==> config.mk <==
export PLATFORM = sky130hd
export DESIGN_NAME = piod_decoder
export DESIGN_NICKNAME = d
export VERILOG_FILES = /design/src/rtl/piod_pkg.sv /design/src/rtl/piod_decoder.sv /design/src/rtl/piod_mask_test.sv
export SDC_FILE = /design/constraint.sdc
export NUM_CORES = 1
export LEC_CHECK = 0
export BUFFER_PORTS_ARGS = -buffer_cell sky130_fd_sc_hd__buf_2
export CELL_PAD_IN_SITES_DETAIL_PLACEMENT = 1
export CELL_PAD_IN_SITES_GLOBAL_PLACEMENT = 1
export CORE_UTILIZATION = 43
export CTS_BUF_LIST = sky130_fd_sc_hd__clkbuf_16
export DETAILED_ROUTE_END_ITERATION = 16
export PLACE_DENSITY_LB_ADDON = 0.1
export SETUP_SLACK_MARGIN = 0.5
export SLEW_MARGIN = 25
export SYNTH_ARGS = -nofsm -noshare
export SYNTH_HDL_FRONTEND = slang
export SYNTH_HIERARCHICAL = 1
export SYNTH_SLANG_ARGS = --single-unit
==> constraint.sdc <==
create_clock -name core_clk -period 4.9 [get_ports core_clk]
set_input_delay 0.98 -clock core_clk [delete_from_list [all_inputs] [get_ports core_clk]]
set_output_delay 0.98 -clock core_clk [all_outputs]
set_load 0.02 [all_outputs]
==> src/rtl/piod_pkg.sv <==
// Constants shared by the peripheral I/O instruction decoder.
// Assumes 16-bit instruction words and 4-bit data memory nibbles.
package piod_pkg;
   // Field bounds inside the instruction word
   localparam int WORD_W = 16;
   localparam int NIB_W = 4;
   localparam int PFX_HI = 15;
   localparam int PFX_LO = 10;
   localparam int UPPER_LO = 8;
   localparam int SUB_HI = 9;
   localparam int SUB_LO = 8;
   localparam int CODE_HI = 7;
   localparam int CODE_LO = 4;
   localparam int IMM_HI = 3;
   localparam int IMM_LO = 0;

   // Six-bit prefixes in bits 15..10
   localparam logic [5:0] PFX_SYNTH_LOAD = 6'h3e;
   localparam logic [5:0] PFX_INTREG_READ = 6'h0e;
   localparam logic [5:0] PFX_INTREG_WRITE = 6'h0f;
   localparam logic [5:0] PFX_PORT_READ = 6'h3a;
   localparam logic [5:0] PFX_PORT_WRITE = 6'h3b;
   localparam logic [5:0] PFX_ALL_ONES = 6'h3f;
   localparam logic [5:0] PFX_ALL_ZERO = 6'h00;

   // Sub-codes in bits 9..8
   localparam logic [1:0] SUB_TRUE_TEST = 2'h0;
   localparam logic [1:0] SUB_FALSE_TEST = 2'h1;
   localparam logic [1:0] SUB_DIR_SET = 2'h2;
   localparam logic [1:0] SUB_BIT_SET = 2'h2;
   localparam logic [1:0] SUB_BIT_CLEAR = 2'h3;
   localparam logic [1:0] SUB_CONTROL = 2'h0;

   // Codes in bits 7..4 of the all-zero group with bits 9..8 zero
   localparam logic [3:0] CODE_NOP = 4'h0;
   localparam logic [3:0] CODE_COUNTER_ONE = 4'h1;
   localparam logic [3:0] CODE_COUNTER_TWO = 4'h2;
   localparam logic [3:0] CODE_HALT = 4'h4;
   localparam logic [3:0] CODE_OSC_STOP = 4'h5;
   localparam logic [3:0] CODE_BEEP = 4'h6;
   localparam logic [3:0] CODE_BANK = 4'h7;
   localparam logic [3:0] CODE_DEAD_BAND = 4'hb;
   localparam logic [3:0] CODE_TIMER = 4'hc;
   localparam logic [3:0] CODE_LOCK_TEST = 4'hd;

   localparam logic [3:0] NIB_ZERO = 4'h0;
   localparam logic [1:0] ROW_ZERO = 2'h0;
endpackage

==> src/rtl/piod_decoder.sv <==
// Decoder for the flag test, internal register, hardware control, port I/O,
// bank, halt and clock stop instruction groups.
// Assumes the core gives each word with instr_valid, and that memory, port
// and internal register read data for the fields of that word arrive in the
// same cycle.
`timescale 1ns/100ps
// Operation
// - 000000_00_1101: skip when masked unlock bits zero
// - Prefix 111110 loads synthesizer register from memory
// - Prefix 001110 copies internal register into memory
// - Prefix 001111 copies memory into internal register
// - 111111_10 writes nibble into port control word
// - Prefix 111010 loads selected port into memory
// - Prefix 111011 drives memory nibble onto port
// - 111111_00/01 port tests skip on ones/zeros
// - Halt loads release nibble, stops CPU clock
module piod_decoder #(
   parameter int NIB = 4
) (
   input wire logic core_clk,                // 250 MHz instruction clock
   input wire logic resetn,                  // Asynchronous reset, active low
   input wire logic [15:0] instr,            // Instruction word
   input wire logic instr_valid,             // Word present this cycle
   input wire logic [NIB-1:0] unlock_ff,     // Unlock flip-flops
   input wire logic [NIB-1:0] mem_rd_data,   // Memory nibble at row/column of instr
   input wire logic [NIB-1:0] intreg_rd_data, // Internal register chosen by low nibble
   input wire logic [NIB-1:0] port_lo_data,  // Port chosen by low nibble
   input wire logic [NIB-1:0] port_hi_data,  // Port chosen by bits 7..4
   input wire logic hold_in,                 // Hold pin level
   input wire logic halt_wake,               // Halt release event
   output logic skip_next,                   // Skip following instruction
   output logic mem_wr_en,                   // Memory write strobe
   output logic [1:0] mem_row,               // Memory row
   output logic [NIB-1:0] mem_col,           // Memory column
   output logic [NIB-1:0] mem_wr_data,       // Memory write data
   output logic synth_load,                  // Synthesizer register load
   output logic [NIB-1:0] synth_sel,         // Synthesizer register chosen
   output logic [NIB-1:0] synth_data,        // Synthesizer load data
   output logic intreg_wr_en,                // Internal register write
   output logic [NIB-1:0] internal_reg_select, // Internal register chosen
   output logic [NIB-1:0] intreg_wr_data,    // Internal register data
   output logic port_wr_en,                  // Port write strobe
   output logic [NIB-1:0] port_select,       // Port chosen for write/bit ops
   output logic [NIB-1:0] port_wr_data,      // Port data or bit mask
   output logic port_bit_set,                // Set masked port bits
   output logic port_bit_clear,              // Clear masked port bits
   output logic port_dir_wr_en,              // Port control word write
   output logic [NIB-1:0] port_word_select,  // Port control word chosen
   output logic [NIB-1:0] port_dir_data,     // Port control word value
   output logic ctrl_wr_en,                  // Hardware control write
   output logic [3:0] ctrl_code,             // Which control register
   output logic [NIB-1:0] ctrl_data,         // Control immediate
   output logic [NIB-1:0] halt_release,      // Halt release conditions
   output logic cpu_clk_stop,                // CPU clock stopped
   output logic oscillator_stop              // Crystal oscillator stopped
);
   // Field slicing serves four-bit nibbles only
   if (NIB != 4) begin : g_nib_check
      $error("piod_decoder: NIB must be 4");
   end

   typedef struct packed {
      logic skip;
      logic mem_we;
      logic [1:0] row;
      logic [NIB-1:0] col;
      logic [NIB-1:0] mem_wd;
      logic syn_ld;
      logic [NIB-1:0] syn_sel;
      logic [NIB-1:0] syn_d;
      logic ir_we;
      logic [NIB-1:0] ir_sel;
      logic [NIB-1:0] ir_d;
      logic p_we;
      logic [NIB-1:0] p_sel;
      logic [NIB-1:0] p_d;
      logic p_set;
      logic p_clr;
      logic dir_we;
      logic [NIB-1:0] dir_sel;
      logic [NIB-1:0] dir_d;
      logic c_we;
      logic [3:0] c_code;
      logic [NIB-1:0] c_d;
      logic [NIB-1:0] halt_rel;
      logic clk_stop;
      logic osc_stop;
   } piod_state_t;

   piod_state_t st_reg;
   piod_state_t st_next;
   logic [1:0] rst_sync_reg;
   logic rst_n_int;

   // Release the reset through two flops so all state leaves reset together
   always_ff @(posedge core_clk or negedge resetn) begin
      if (!resetn) begin
         rst_sync_reg <= 2'h0;
      end else begin
         rst_sync_reg <= {rst_sync_reg[0], 1'b1};
      end
   end
   assign rst_n_int = rst_sync_reg[1];

   logic [5:0] pfx;
   logic [1:0] sub;
   logic [3:0] code;
   logic [NIB-1:0] imm;
   logic [NIB-1:0] col_f;
   logic upper_zero;
   logic lock_pass;
   logic port_test_pass;
   logic port_want_ones;

   assign pfx = instr[piod_pkg::PFX_HI:piod_pkg::PFX_LO];
   assign sub = instr[piod_pkg::SUB_HI:piod_pkg::SUB_LO];
   assign code = instr[piod_pkg::CODE_HI:piod_pkg::CODE_LO];
   assign col_f = instr[piod_pkg::CODE_HI:piod_pkg::CODE_LO];
   assign imm = instr[piod_pkg::IMM_HI:piod_pkg::IMM_LO];
   assign upper_zero = (instr[piod_pkg::PFX_HI:piod_pkg::UPPER_LO] == 8'h00);
   assign port_want_ones = (sub == piod_pkg::SUB_TRUE_TEST);

   piod_mask_test #(.WIDTH(NIB)) u_lock_test (
      .value(unlock_ff),
      .mask(imm),
      .want_ones(1'b0),
      .pass(lock_pass)
   );

   piod_mask_test #(.WIDTH(NIB)) u_port_test (
      .value(port_hi_data),
      .mask(imm),
      .want_ones(port_want_ones),
      .pass(port_test_pass)
   );

   always_comb begin
      st_next = st_reg;
      // Strobes last one cycle only
      st_next.skip = 1'b0;
      st_next.mem_we = 1'b0;
      st_next.syn_ld = 1'b0;
      st_next.ir_we = 1'b0;
      st_next.p_we = 1'b0;
      st_next.p_set = 1'b0;
      st_next.p_clr = 1'b0;
      st_next.dir_we = 1'b0;
      st_next.c_we = 1'b0;
      // Wake first, so a halt in the same cycle still wins
      if (halt_wake) begin
         st_next.clk_stop = 1'b0;
      end
      // Oscillator runs again once hold rises
      if (hold_in) begin
         st_next.osc_stop = 1'b0;
      end
      if (instr_valid) begin
         case (pfx)
            piod_pkg::PFX_SYNTH_LOAD: begin
               st_next.row = sub;
               st_next.col = col_f;
               st_next.syn_ld = 1'b1;
               st_next.syn_sel = imm;
               st_next.syn_d = mem_rd_data;
            end
            piod_pkg::PFX_INTREG_READ: begin
               st_next.row = sub;
               st_next.col = col_f;
               st_next.mem_we = 1'b1;
               st_next.mem_wd = intreg_rd_data;
            end
            piod_pkg::PFX_INTREG_WRITE: begin
               st_next.row = sub;
               st_next.col = col_f;
               st_next.ir_we = 1'b1;
               st_next.ir_sel = imm;
               st_next.ir_d = mem_rd_data;
            end
            piod_pkg::PFX_PORT_READ: begin
               st_next.row = sub;
               st_next.col = col_f;
               st_next.mem_we = 1'b1;
               st_next.mem_wd = port_lo_data;
            end
            piod_pkg::PFX_PORT_WRITE: begin
               st_next.row = sub;
               st_next.col = col_f;
               st_next.p_we = 1'b1;
               st_next.p_sel = imm;
               st_next.p_d = mem_rd_data;
            end
            piod_pkg::PFX_ALL_ONES: begin
               case (sub)
                  piod_pkg::SUB_TRUE_TEST,
                  piod_pkg::SUB_FALSE_TEST: begin
                     st_next.skip = port_test_pass;
                  end
                  piod_pkg::SUB_DIR_SET: begin
                     st_next.dir_we = 1'b1;
                     st_next.dir_sel = code;
                     st_next.dir_d = imm;
                  end
                  // Status register and return words belong to other groups
                  default: begin
                  end
               endcase
            end
            piod_pkg::PFX_ALL_ZERO: begin
               case (sub)
                  piod_pkg::SUB_CONTROL: begin
                     case (code)
                        piod_pkg::CODE_LOCK_TEST: begin
                           st_next.skip = lock_pass;
                        end
                        piod_pkg::CODE_HALT: begin
                           st_next.halt_rel = imm;
                           st_next.clk_stop = 1'b1;
                        end
                        piod_pkg::CODE_OSC_STOP: begin
                           if (!hold_in) begin
                              st_next.osc_stop = 1'b1;
                           end
                        end
                        piod_pkg::CODE_COUNTER_ONE,
                        piod_pkg::CODE_COUNTER_TWO,
                        piod_pkg::CODE_BEEP,
                        piod_pkg::CODE_BANK,
                        piod_pkg::CODE_DEAD_BAND,
                        piod_pkg::CODE_TIMER: begin
                           st_next.c_we = upper_zero;
                           st_next.c_code = code;
                           st_next.c_d = imm;
                        end
                        // No operation and words of other groups change nothing
                        default: begin
                        end
                     endcase
                  end
                  piod_pkg::SUB_BIT_SET: begin
                     st_next.p_set = 1'b1;
                     st_next.p_sel = code;
                     st_next.p_d = imm;
                  end
                  piod_pkg::SUB_BIT_CLEAR: begin
                     st_next.p_clr = 1'b1;
                     st_next.p_sel = code;
                     st_next.p_d = imm;
                  end
                  // Serial link control is handled elsewhere
                  default: begin
                  end
               endcase
            end
            default: begin
            end
         endcase
      end
   end

   always_ff @(posedge core_clk or negedge rst_n_int) begin
      if (!rst_n_int) begin
         st_reg <= '0;
      end else begin
         st_reg <= st_next;
      end
   end

   assign skip_next = st_reg.skip;
   assign mem_wr_en = st_reg.mem_we;
   assign mem_row = st_reg.row;
   assign mem_col = st_reg.col;
   assign mem_wr_data = st_reg.mem_wd;
   assign synth_load = st_reg.syn_ld;
   assign synth_sel = st_reg.syn_sel;
   assign synth_data = st_reg.syn_d;
   assign intreg_wr_en = st_reg.ir_we;
   assign internal_reg_select = st_reg.ir_sel;
   assign intreg_wr_data = st_reg.ir_d;
   assign port_wr_en = st_reg.p_we;
   assign port_select = st_reg.p_sel;
   assign port_wr_data = st_reg.p_d;
   assign port_bit_set = st_reg.p_set;
   assign port_bit_clear = st_reg.p_clr;
   assign port_dir_wr_en = st_reg.dir_we;
   assign port_word_select = st_reg.dir_sel;
   assign port_dir_data = st_reg.dir_d;
   assign ctrl_wr_en = st_reg.c_we;
   assign ctrl_code = st_reg.c_code;
   assign ctrl_data = st_reg.c_d;
   assign halt_release = st_reg.halt_rel;
   assign cpu_clk_stop = st_reg.clk_stop;
   assign oscillator_stop = st_reg.osc_stop;
endmodule // piod_decoder

==> src/rtl/piod_mask_test.sv <==
// Masked nibble test: all selected bits one, or all selected bits zero.
// Assumes value and mask are stable in the cycle the result is used.
`timescale 1ns/100ps
module piod_mask_test #(
   parameter int WIDTH = 4
) (
   input wire logic [WIDTH-1:0] value,  // Nibble under test
   input wire logic [WIDTH-1:0] mask,   // Bits taking part
   input wire logic want_ones,          // High: test for ones
   output logic pass                    // Condition holds
);
   if (WIDTH < 1) begin : g_width_check
      $error("piod_mask_test: WIDTH must be at least 1");
   end

   always_comb begin
      if (want_ones) begin
         pass = ((value & mask) == mask);
      end else begin
         pass = ((value & mask) == {WIDTH{1'b0}});
      end
   end
endmodule // piod_mask_test

* Word-level counts from Yosys, hierarchy flattened
Cells that the tools add are included.
** Storage, ports and cells
- Bits in registers :: 67
- Output and inout port bits :: 65
- Input bits :: 41
- Logic and storage cells :: 95
** Cells by class
- Muxes and demuxes :: 27
- Reduce and logical (&&, ||, !) cells :: 20
- Eq/ne operators :: 20
- Bitwise logic cells :: 2
** Operator list (number)
- $mux 65 :: 1
- $mux 9 :: 5
- $mux 15 :: 2
- $eq 6x6->1 const B :: 4
- $eq 4x3->1 const B :: 4
- $pmux 8 s2 :: 1
- $eq 4x4->1 const B :: 3
- $eq 6x4->1 const B :: 2
- $mux 1 :: 12
- $and 4x4->4 :: 2
- $logic_not 4->1 :: 2
- $logic_not 8->1 :: 1
- $mux 8 :: 1
- $pmux 4 s2 :: 1
- $reduce_and 2->1 :: 4
- $reduce_and 4->1 :: 2
- $logic_not 6->1 :: 1
- $mux 6 :: 1
- $reduce_and 3->1 :: 2
- $reduce_or 2->1 :: 3
- $reduce_or 6->1 :: 1
- $mux 5 :: 1
- $reduce_or 5->1 :: 1
- $eq 2x2->1 const B :: 2
- 9 further kinds :: 10

* Depth between registers and ports, before layout
- Word-level depth :: 6
- Mapped depth :: 8

* Cells and area by module
The synthesis kept the hierarchy.
** Modules (own cells, without submodules)
- piod_decoder :: cells each 206, area an instance 3036.7 sq um, instances 1
- piod_mask_test :: cells each 6, area an instance 58.8 sq um, instances 2

* Least setup slack after synthesis
OpenSTA, ideal clock, no wires.
- Kind :: in2reg
- Start point :: input port instr[8]
- End point :: register st_reg (netlist bit skip_next)
- Cell stages on the path :: 8
- Arrival time :: 2.609 ns
- Required time :: 4.823 ns
- Setup slack :: 2.214 ns
- Path buffers :: 0
- Path through :: or2_2 inv_1 xor2_1 a22o_1 a221oi_2 inv_1 or4_1 a21oi_1
** RTL lines
- start: declaration :: RTL line piod_decoder.sv:22 : input wire logic [15:0] instr,
- end signal: assignment :: RTL line piod_decoder.sv:264 : st_reg <= st_next;
- end: declaration :: RTL line piod_decoder.sv:90 : piod_state_t st_reg;

==> out/metrics.cfg <==
[finish]
area_growth_pct = 28.7
antenna_cells = 0
num-nets-final = 372
drive_gt1_share_pct = 58.3
final_common_cell = buf_2
final_cell_mix = buf_2, dfrtp_1, mux2_4
fillers = 747

[floorplanning]
coreArea_um2 = 6940
die_h_um = 87.6
die-width_um = 87.6
num_rows = 30
io_pins = 106
initial_core_util_pct = 45.4
dieArea_um2 = 7680

[yosys]
yosys.area_share.xor_xnor_pct = 2.50
ys_seq_area_share_pct = 53.2
syn_inst = 218
synth-async-reset-ratio_pct = 100
synth_top_area_share_pct = 53.2
syn_area_per_cell_um2 = 14.5
yosysTopAreaCell = dfrtp_1
ys_warn_count = 6
synth.distinct_cells = 49
synth-seq-cells = 67
synth_top_family_by_area = multiplexers
syn_area_um2 = 3150
synth_ff_type = dfrtp_1
synth_area_leaders = dfrtp_1, mux2_4, mux2_2, xor2_1, buf_6
synth_edf_count = 0
synth.area.mux_share_pct = 25.1
synth_compound_area_share_pct = 6.39
synthAdderAreaFrac_pct = 0.317
synth_simple_gate_area_share_pct = 9.40

[timing]
rsz0062_at_grt = no
slew_headroom_pct = 45.9
tns_ns = 0
finalCritPeriodShare_pct = 53.7
worst_slack_ns = 2.27
finalHoldViolCount = 0
tightest_slew_ns = 0.811
setup_viol = 0
fin_crit_ns = 2.63
slew_violations = 0
skew_ns = 0.00643
fmax_ghz = 0.380

[clock_tree]
path_clk_slew_ns = 0.06
cts-resized-gates = 0
clk_path_buf_depth = 2
clock_latency_ns = 0.33
root_buffer = clkbuf_16
cts_tree = done
post-cts-setup-buffers = 0
cts_hold_buf = 0
clock-sinks = 67
cts_inserted_buffers = 9
htree_num_levels = 3

[detailed_routing]
vias = 2228
via_per_inst = 5.16
wl_per_cell_um = 18.2
drcViolationCount = 0
wirelength_um = 7880
ant_nets = 0
drt_pre_antenna_iters = 4
drt-initial-drc-count = 61

[global_route]
antenna_found_initial = 0
grt_max_degree = 66
grt_pass1_wl_um = 12500
grt_util_all_layers_pct = 22.0
grt_pass1_vias = 2354
grt-ovfl-total = 0

[critical_path]
crit_buf_inv = 3
rr_startpoint = rst_sync_reg[1]
slowest_delay_ns = 0.49
crit_top_cell = inv_1
slowest_stage = or4_1
crit_start = instr[8]
critPathCaptureType = register
crit_arrival_ns = 2.88
cp_max_fo = 6
crit_type = in2reg
crit_family = simple AND/OR/NAND/NOR gates
r2r_setup_slack_ns = 3.93
timing.rr.end = mem_wr_data[1]
crit_chain = buf_2, or2_2, inv_1, xor2_1, a22o_1, a221oi_2, inv_1, or4_1, a21oi_1
start_kind = input pin
r2r_cells = 1
crit_required_ns = 5.15

[flow_run]
maxCapViolations = 0

[placement]
routabilityCongestion = 0.700
dpl.hpwl_um = 5470
place_ws_ns = 1.93
port_buffers = 105

[hold_path]
hold_class = reg2reg
hold-path-endpoint = rst_sync_reg[1]
hold_path_startpoint = rst_sync_reg[0]
holdPathStages = 0

[power]
power.leakage_nw = 2.14
p_per_area_nw_per_um2 = 387
peakVddDrop_mv = 0.226

[run_status]
status = complete, no violations

## metal layers
layer  global-route usage, %  up-vias  routed length [um]
met5                       0        -                   0
met2                    37.2       82                4020
met3                    4.62       14                 387
met1                    26.9     1131                3320
met4                    10.3        0                 154
li1                        -     1001                   -
## cells by family (layout without fill, tap and decap cells)
| logic type | count (synthesis) | after routing |
|---|---|---|
| flip-flops | 67 | 67 |
| multiplexers | 61 | 61 |
| AND/OR/NAND/NOR | 40 | 40 |
| AO/OA/AOI/OAI | 22 | 22 |
| buffers and inverters | 16 | 131 |
| XOR/XNOR | 9 | 9 |
| other | 2 | 5 |
| adder cells (fa/ha/maj) | 1 | 1 |
## synthesized netlist by cell type (all sizes together) (2+ instances only)
library cell	instances
o21ai	3
and3	2
nand4	2
a22o	2
nor2	7
nand3	5
dfrtp	67
mux2i	4
nand3b	2
nor3b	2
mux2	57
nor4	2
or4	3
inv	9
nor2b	2
nor3	4
nand2b	2
conb	2
a21oi	7
and2	2
xor2	8
a221oi	2
nand2	3
buf	6
## power by group
group	switching, mW	leakage [nW]	internal, mW
sequential	0.0306	0.886	0.611
combinational	0.167	1.11	0.119
clock	0.248	0.146	0.396
## worst max-delay path by stage
stage,cells past startpoint,slack (ns),to
2_1_floorplan,8,2.21,skip_next
3_3_place_gp,9,2.01,skip_next
3_5_place_dp,9,1.93,skip_next
4_1_cts,9,2.25,skip_next
5_1_grt,9,2.16,skip_next
6_report,9,2.27,skip_next
## cell type report
class | count | area (um^2) | share of cell area [%]
multi-input combinational | 138 | 1400 | 34.4
clock buffer | 9 | 225 | 5.55
tap | 96 | 120 | 2.96
sequential | 67 | 1680 | 41.3
clock inverter | 7 | 73.8 | 1.82
inverter | 9 | 33.8 | 0.832
timing repair buffer | 106 | 533 | 13.1
## stage by stage
step	utilization, %	hold WS, ns	std cells	cell area (um^2)	total power [mW]
after floorplan	-	0.331	221	3170	0.826
after global placement	54.2	0.334	416	3760	0.928
after detailed placement	54.2	0.337	416	3760	0.940
after CTS	58.5	0.351	432	4060	1.59
after global routing	58.5	0.360	432	4060	1.64
final	58.5	0.354	432	4060	1.57
Note: power is estimated with default switching activity, not from simulation.
